==> src/design/uvep_pkg.sv <==
// Package for the EPROM host controller: pin bundles, modes, timing counts
package uvep_pkg;
  localparam int CLK_NS = 50;
  localparam int ADDR_W = 12;
  localparam int DATA_W = 8;
  // Times in their own units
  localparam int ACCESS_NS = 350;
  localparam int GATE_OUT_NS = 150;
  localparam int FLOAT_NS = 130;
  localparam int SETUP_US = 2;
  localparam int HOLD_US = 2;
  localparam int VERIFY_US = 1;
  localparam int PULSE_MS = 50;
  localparam int RISE_NS = 50;
  // Cycle counts: minimums round up
  localparam int ACCESS_CYC = (ACCESS_NS + CLK_NS - 1) / CLK_NS;
  localparam int GATE_CYC = (GATE_OUT_NS + CLK_NS - 1) / CLK_NS;
  localparam int FLOAT_CYC = (FLOAT_NS + CLK_NS - 1) / CLK_NS;
  localparam int SETUP_CYC = (SETUP_US * 1000 + CLK_NS - 1) / CLK_NS;
  localparam int HOLD_CYC = (HOLD_US * 1000 + CLK_NS - 1) / CLK_NS;
  localparam int VERIFY_CYC = (VERIFY_US * 1000 + CLK_NS - 1) / CLK_NS;
  localparam int RISE_CYC = (RISE_NS + CLK_NS - 1) / CLK_NS;
  localparam int PULSE_CYC = PULSE_MS * 1000000 / CLK_NS;
  localparam int CNT_W = 21;
  // Two flops on the byte lines add this much to every sample point
  localparam int SYNC_CYC = 2;
  localparam logic [DATA_W-1:0] ERASED = 8'hff;

  typedef struct packed {
    logic [ADDR_W-1:0] addr;
    logic [DATA_W-1:0] data;
  } uvep_word_t;

  typedef struct packed {
    logic select_n;
    logic gate_n;
    logic supply_hi;
  } uvep_ctl_t;

  // Standby on the pins: nothing selected, supply at logic level
  localparam uvep_ctl_t CTL_IDLE = '{select_n: 1'b1, gate_n: 1'b1,
    supply_hi: 1'b0};

  typedef enum logic [3:0] {
    ST_IDLE = 4'h0,
    ST_RD_ADDR = 4'h1,
    ST_RD_GATE = 4'h2,
    ST_RD_FLOAT = 4'h3,
    ST_PG_SETUP = 4'h4,
    ST_PG_RISE = 4'h5,
    ST_PG_PULSE = 4'h6,
    ST_PG_HOLD = 4'h7,
    ST_PG_VSETUP = 4'h8,
    ST_PG_VERIFY = 4'h9,
    ST_PG_FLOAT = 4'ha
  } uvep_state_t;
endpackage

==> src/design/uvep_host.sv <==
// Host controller that reads and programs the UV EPROM through its pins
`timescale 1ns/10ps
`default_nettype none
module uvep_host
  import uvep_pkg::*;
#(
  parameter int PULSE_CYCLES = PULSE_CYC
) (
  // Clock and reset
  input wire logic clk,
  input wire logic reset,
  // User request
  input wire logic req_valid,
  input wire logic req_prog,
  input wire uvep_word_t req_word,
  output logic req_ready,
  // User answer
  output logic rsp_valid,
  output logic [DATA_W-1:0] rsp_data,
  output logic rsp_error,
  // EPROM pins
  output logic [ADDR_W-1:0] word_select_lines,
  output logic select_program_strobe_n,
  output logic output_gate_n,
  output logic supply_high,
  output logic [DATA_W-1:0] byte_lines_out,
  output logic byte_lines_oe,
  input wire logic [DATA_W-1:0] byte_lines_in
);

  // ----------------------------------------
  // Pin input synchroniser
  // ----------------------------------------
  // Bits may land a cycle apart; the byte is only read at the end of
  // a long settle window, so a split byte is never used
  logic [DATA_W-1:0] bl_s1_r, bl_s2_r;
  always_ff @(posedge clk) begin
    bl_s1_r <= byte_lines_in;
    bl_s2_r <= bl_s1_r;
  end

  // ----------------------------------------
  // State and counters
  // ----------------------------------------
  uvep_state_t st_r, st_nxt;
  logic [CNT_W-1:0] cnt_r, cnt_nxt;
  uvep_word_t word_r;
  uvep_ctl_t ctl_r, ctl_nxt;
  logic oe_r, oe_nxt;
  logic rsp_v_r, rsp_v_nxt, err_r, err_nxt;
  logic [DATA_W-1:0] rdata_r;
  logic ready_r, ready_nxt;

  function automatic logic [CNT_W-1:0] cyc(input int n);
    cyc = CNT_W'(n - 1);
  endfunction

  function automatic logic is_idle(input uvep_state_t s);
    is_idle = (s == ST_IDLE);
  endfunction

  // ----------------------------------------
  // Decode
  // ----------------------------------------
  wire cnt_done = (cnt_r == '0);
  // Ready also holds off the first idle cycle after reset
  wire take = is_idle(st_r) && req_valid && ready_r;
  wire take_read = take && !req_prog;
  wire take_prog = take && req_prog;
  // Both sample points sit at the end of a gate-low window
  wire in_sample = (st_r == ST_RD_GATE) || (st_r == ST_PG_VERIFY);
  // Settle time on the sync path is two cycles beyond the pin timing
  wire sample = cnt_done && in_sample;
  // Ones may be cleared to zeros but a one cannot come back from a zero
  wire mismatch = (bl_s2_r != word_r.data);

  // ----------------------------------------
  // Next state
  // ----------------------------------------
  always_comb begin
    st_nxt = st_r;
    cnt_nxt = cnt_done ? cnt_r : cnt_r - 1'b1;
    ctl_nxt = ctl_r;
    oe_nxt = oe_r;
    rsp_v_nxt = 1'b0;
    err_nxt = err_r;
    case (st_r)
      ST_IDLE: begin
        if (take_read) begin
          // Select is the per-device choice, gate stays high until later
          ctl_nxt = '{select_n: 1'b0, gate_n: 1'b1, supply_hi: 1'b0};
          cnt_nxt = cyc(ACCESS_CYC + SYNC_CYC);
          st_nxt = ST_RD_ADDR;
        end else if (take_prog) begin
          // Byte and address together, select still high
          oe_nxt = 1'b1;
          ctl_nxt = CTL_IDLE;
          cnt_nxt = cyc(SETUP_CYC);
          st_nxt = ST_PG_SETUP;
        end
      end
      ST_RD_ADDR: if (cnt_done) begin
        // The gate alone now times the transfer
        ctl_nxt.gate_n = 1'b0;
        cnt_nxt = cyc(GATE_CYC + SYNC_CYC);
        st_nxt = ST_RD_GATE;
      end
      ST_RD_GATE: if (cnt_done) begin
        ctl_nxt = CTL_IDLE;
        rsp_v_nxt = 1'b1;
        err_nxt = 1'b0;
        cnt_nxt = cyc(FLOAT_CYC);
        st_nxt = ST_RD_FLOAT;
      end
      ST_PG_SETUP: if (cnt_done) begin
        // Supply pulse, then wait out its slow rising edge
        ctl_nxt.supply_hi = 1'b1;
        cnt_nxt = cyc(RISE_CYC + SETUP_CYC);
        st_nxt = ST_PG_RISE;
      end
      ST_PG_RISE: if (cnt_done) begin
        ctl_nxt.select_n = 1'b0;
        cnt_nxt = CNT_W'(PULSE_CYCLES - 1);
        st_nxt = ST_PG_PULSE;
      end
      ST_PG_PULSE: if (cnt_done) begin
        ctl_nxt.select_n = 1'b1;
        cnt_nxt = cyc(HOLD_CYC);
        st_nxt = ST_PG_HOLD;
      end
      ST_PG_HOLD: if (cnt_done) begin
        // Data released only after the hold; address kept to the end
        ctl_nxt.supply_hi = 1'b0;
        oe_nxt = 1'b0;
        cnt_nxt = cyc(SETUP_CYC);
        st_nxt = ST_PG_VSETUP;
      end
      ST_PG_VSETUP: if (cnt_done) begin
        ctl_nxt = '{select_n: 1'b0, gate_n: 1'b0, supply_hi: 1'b0};
        cnt_nxt = cyc(VERIFY_CYC + SYNC_CYC);
        st_nxt = ST_PG_VERIFY;
      end
      ST_PG_VERIFY: if (cnt_done) begin
        ctl_nxt = CTL_IDLE;
        rsp_v_nxt = 1'b1;
        err_nxt = mismatch;
        cnt_nxt = cyc(FLOAT_CYC);
        st_nxt = ST_PG_FLOAT;
      end
      ST_RD_FLOAT, ST_PG_FLOAT: if (cnt_done) begin
        st_nxt = ST_IDLE;
      end
      default: st_nxt = ST_IDLE;
    endcase
  end

  // Low in the cycle after a take, so one request is one transfer
  assign ready_nxt = is_idle(st_nxt) && !take;

  // ----------------------------------------
  // Sequence registers
  // ----------------------------------------
  // The counter only runs down; each state loads its own span
  always_ff @(posedge clk) begin
    if (reset) begin
      st_r <= ST_IDLE;
      cnt_r <= '0;
      ready_r <= 1'b0;
    end else begin
      st_r <= st_nxt;
      cnt_r <= cnt_nxt;
      ready_r <= ready_nxt;
    end
  end

  // ----------------------------------------
  // Pin registers
  // ----------------------------------------
  // One request is one address and one byte, held to the next take
  always_ff @(posedge clk) begin
    if (reset) begin
      ctl_r <= CTL_IDLE;
      oe_r <= 1'b0;
      word_r <= '0;
    end else begin
      ctl_r <= ctl_nxt;
      oe_r <= oe_nxt;
      if (take) word_r <= req_word;
    end
  end

  // ----------------------------------------
  // Answer registers
  // ----------------------------------------
  // Data and error stand until the next answer
  always_ff @(posedge clk) begin
    if (reset) begin
      rsp_v_r <= 1'b0;
      err_r <= 1'b0;
      rdata_r <= ERASED;
    end else begin
      rsp_v_r <= rsp_v_nxt;
      err_r <= err_nxt;
      if (sample) rdata_r <= bl_s2_r;
    end
  end

  // ----------------------------------------
  // Outputs
  // ----------------------------------------
  // Every pin comes straight from a flop, so no glitch reaches the part
  assign req_ready = ready_r;
  assign rsp_valid = rsp_v_r;
  assign rsp_data = rdata_r;
  assign rsp_error = err_r;
  assign word_select_lines = word_r.addr;
  assign select_program_strobe_n = ctl_r.select_n;
  assign output_gate_n = ctl_r.gate_n;
  assign supply_high = ctl_r.supply_hi;
  assign byte_lines_out = word_r.data;
  assign byte_lines_oe = oe_r;
endmodule
`default_nettype wire

==> config.mk <==
export PLATFORM = sky130hd
export DESIGN_NAME = uvep_host
export DESIGN_NICKNAME = d
export VERILOG_FILES = /design/src/design/uvep_pkg.sv /design/src/design/uvep_host.sv
export SDC_FILE = /design/constraint.sdc
export NUM_CORES = 1
export LEC_CHECK = 0
export ABC_AREA = 1
export ABC_CLOCK_PERIOD_IN_PS = 4900
export BUFFER_PORTS_ARGS = -buffer_cell sky130_fd_sc_hd__buf_2
export CORE_MARGIN = 1
export CORE_UTILIZATION = 55
export DETAILED_ROUTE_END_ITERATION = 12
export GPL_TIMING_DRIVEN = 0
export PLACE_DENSITY_LB_ADDON = 0.08
export SLEW_MARGIN = 0
export SYNTH_ARGS = -nofsm -noshare
export SYNTH_HDL_FRONTEND = slang
export SYNTH_SLANG_ARGS = --single-unit
==> constraint.sdc <==
create_clock -name clk -period 4.9 [get_ports clk]
set_clock_uncertainty 0.15 [all_clocks]
set_input_delay 0.49 -clock clk [delete_from_list [all_inputs] [get_ports clk]]
set_output_delay 0.49 -clock clk [all_outputs]
set_load 0.01 [all_outputs]
==> impl_metrics.py <==
metrics = {
    "outcome": {
        "outcome": "finished, final reports clean",
    },
    "setup_path": {
        "r2r_slack_ns": 2.97,
        "r2r_end": "cnt_r[18]",
        "critPathLaunch": "cnt_r[0]",
        "reg2reg_depth": 11,
        "path_cells": "inv_1, ha_1, nand2_1, nor2_2, nand3_1, nand2_1, nand2_1, nand3_1, nand3_1, nor2_1, nor2_1",
        "cpMaxStageDelayCell": "dfxtp_1",
        "worst-setup-path-type": "flip-flop to flip-flop",
        "crit_family": "simple AND/OR/NAND/NOR gates",
        "crit_buf_inv": 1,
        "cp.arrival_ns": 2.02,
        "slowest_delay_ns": 0.33,
        "cp-end-kind": "flip-flop",
        "r2r_start": "cnt_r[0]",
        "cp-start-kind": "flip-flop",
        "worstPathRequired_ns": 4.99,
        "cp_max_fo": 5,
        "crit_cells": 11,
    },
    "timing": {
        "period_share": 0.394,
        "finalSetupViolCount": 0,
        "max_freq_mhz": 518,
        "layout_min_cycle_time_ns": 1.93,
        "worst_pin_slew_ns": 0.603,
        "fin_setup_tns_ns": 0,
        "max_slew_margin": 0.598,
        "hold_viol": 0,
        "final_max_slew_viol_count": 0,
        "rsz0062_at_grt": "no",
        "finalWorstSetupSlack_ns": 2.97,
    },
    "clocking": {
        "cts_inserted_buffers": 9,
        "post_cts_buffers": 0,
        "ctsHtreeMaxLevel": 3,
        "cts_root_buffer": "clkbuf_8",
        "insertion_delay_ns": 0.34,
        "cts_tree": "done",
        "cts.clk_slew.worst_paths_ns": 0.08,
        "clockBufferDepth": 2,
        "ctsResizeCount": 0,
        "cts.sinks": 76,
        "postCtsHoldBufs": 0,
    },
    "global_routing": {
        "grt-busiest-layer": "met2",
        "globalRouteOverflowTotal": 0,
        "use_met3": 0.0741,
        "grt_pass1_vias": 3318,
        "grt_pass1_wl_mm": 15.5,
        "grt_max_degree": 14,
        "grt_usage": 0.269,
        "gr-usage-met1": 0.342,
        "gr-usage-met2": 0.446,
        "antenna_found_initial": 0,
    },
    "route": {
        "wl_per_cell_um": 13.3,
        "drt_iter0_drc": 318,
        "remaining_drc_errors": 0,
        "routed_wl_mm": 9.35,
        "drt-vias-per-instance": 5.26,
        "via_count": 3710,
        "ant_nets": 0,
        "drt_pass1_iterations": 5,
    },
    "worst_hold_path": {
        "min_to": "bl_s1_r[0]",
        "hold_class": "input pin to flip-flop",
        "hp-start": "byte_lines_in[0]",
        "hold_path_depth": 1,
    },
    "power_and_ir_drop": {
        "powerDensity_nw_per_um2": 635,
        "peakVddDrop_mv": 0.318,
        "intPower_mw": 1.52,
        "pwr-share-seq": 0.296,
        "p_comb_frac": 0.542,
        "pwr-share-clk": 0.163,
        "total_leakage_power_nw": 2.13,
        "p_switching_mw": 1.34,
        "swShare": 0.468,
    },
    "placed_design": {
        "dp_hpwl_mm": 7.09,
        "dpl_cell_area_um2": 4310,
        "io_buffers": 65,
        "gp_congestion": 0.952,
        "pre_cts_ws_ns": 2.99,
    },
    "floorplanning": {
        "start_util": 0.569,
        "rows": 30,
        "core_um2": 6790,
        "fp.dieH_um": 85.9,
        "fp.dieW_um": 85.9,
        "die_area_um2": 7370,
        "io_pins": 67,
    },
    "final_layout": {
        "final_common_cell": "nand2_1",
        "final_cell_mix": "nand2_1 (141), dfxtp_1 (76), buf_2 (70)",
        "design_area_um2": 4500,
        "area_growth_pct": 16.4,
        "nNetsFinal": 641,
        "num_antenna_cells": 0,
        "final_layout_size_suffix_gt1_frac": 0.246,
    },
    "synth": {
        "yosysSeqAreaShare": 0.393,
        "syn_area_um2": 3870,
        "syn-mean-instance-area_um2": 7.31,
        "ys_warn_count": 0,
        "synth.distinct_cells": 38,
        "yosys.area.top_type": "dfxtp_1",
        "synth_top_area_share": 0.393,
        "synth_area_leaders": "dfxtp_1 (39%), nand2_1 (14%), nor2_1 (5.9%)",
        "syn_nets": 565,
        "synth-seq-cells": 76,
        "synthCells": 529,
    },
    "job": {
        "max-cap-violations": 0,
    },
}
==> Yosys cell counts, drive strengths merged <==
cell / count
nand2: 157
nor2: 80
dfxtp: 76
nand3: 50
a21oi: 37
inv: 37
o21ai: 24
buf: 11
xnor2: 11
nand4: 9
nor3: 7
xor2: 7
clkbuf: 5
ha: 4
o211ai: 4
a211oi: 2
a22oi: 1
and2: 1
and3: 1
clkinv: 1
nand3b: 1
nor4: 1
o21bai: 1
o22ai: 1
==> stage by stage <==
stage | instances | hold slack (ns) | util | power, mW
after floorplan | 529 | 0.160 | - | 2.05
after global placement | 690 | 0.160 | 0.635 | 2.35
after detailed placement | 690 | 0.162 | 0.635 | 2.38
after CTS | 705 | 0.0828 | 0.663 | 2.85
after global routing | 705 | 0.0756 | 0.663 | 3.10
final | 705 | 0.0954 | 0.663 | 2.86
==> routing by layer <==
| metal | part of all wire | vias to the layer above |
|---|---|---|
| li1 | - | 1861 |
| met1 | 0.44 | 1668 |
| met2 | 0.47 | 160 |
| met3 | 0.074 | 21 |
| met4 | 0.016 | 0 |
| met5 | 0 | - |
==> sequential cells by signal, indices dropped and copies added (netlist names) <==
signal,count
output_gate_n,1
bl_s2_r,8
rsp_data,8
supply_high,1
byte_lines_out,8
rsp_error,1
byte_lines_oe,1
word_select_lines,12
rsp_valid,1
cnt_r,21
bl_s1_r,8
select_program_strobe_n,1
req_ready,1
st_r,4
==> power by group through the flow <==
stage	Clock (mW)	Combinational (mW)	Sequential, mW
detailed placement	0	1.52	0.857
finish	0.465	1.55	0.846
global route	0.500	1.74	0.860
floorplan	0	1.20	0.853
CTS	0.477	1.53	0.843
global placement	0	1.49	0.854
==> how the worst max path moves through the flow <==
stage / slack, ns / end
final: 2.97 / cnt_r[18]
after global routing: 2.71 / cnt_r[18]
after CTS: 2.98 / cnt_r[18]
after detailed placement: 2.99 / cnt_r[18]
after global placement: 3.01 / cnt_r[18]
after floorplan: 3.21 / cnt_r[0]
==> worst register-to-register path, delay by kind of cell (launching register included) <==
| family | cells | cell delay (ns) |
|---|---|---|
| buffers and inverters | 1 | 0.13 |
| adder cells (fa/ha/maj) | 1 | 0.21 |
| AND/OR/NAND/NOR | 9 | 1.02 |
| flip-flops | 1 | 0.33 |
==> kinds of logic after synthesis <==
family / after synthesis / synth area share
buf+inv: 54 / 0.0637
fa+ha+maj: 4 / 0.0129
flops: 76 / 0.393
compound gates: 70 / 0.103
xor+xnor: 18 / 0.0408
simple gates: 307 / 0.386
==> layout make-up <==
type,instances,area [um2]
multi-input combinational,399,2100
sequential,76,1520
inverter,38,146
tap,96,120
clock inverter,6,65.1
clock buffer,9,124
timing repair buffer,65,325
buffer,16,100
fill,624,2290
Note: power is estimated with default switching activity, not from simulation.
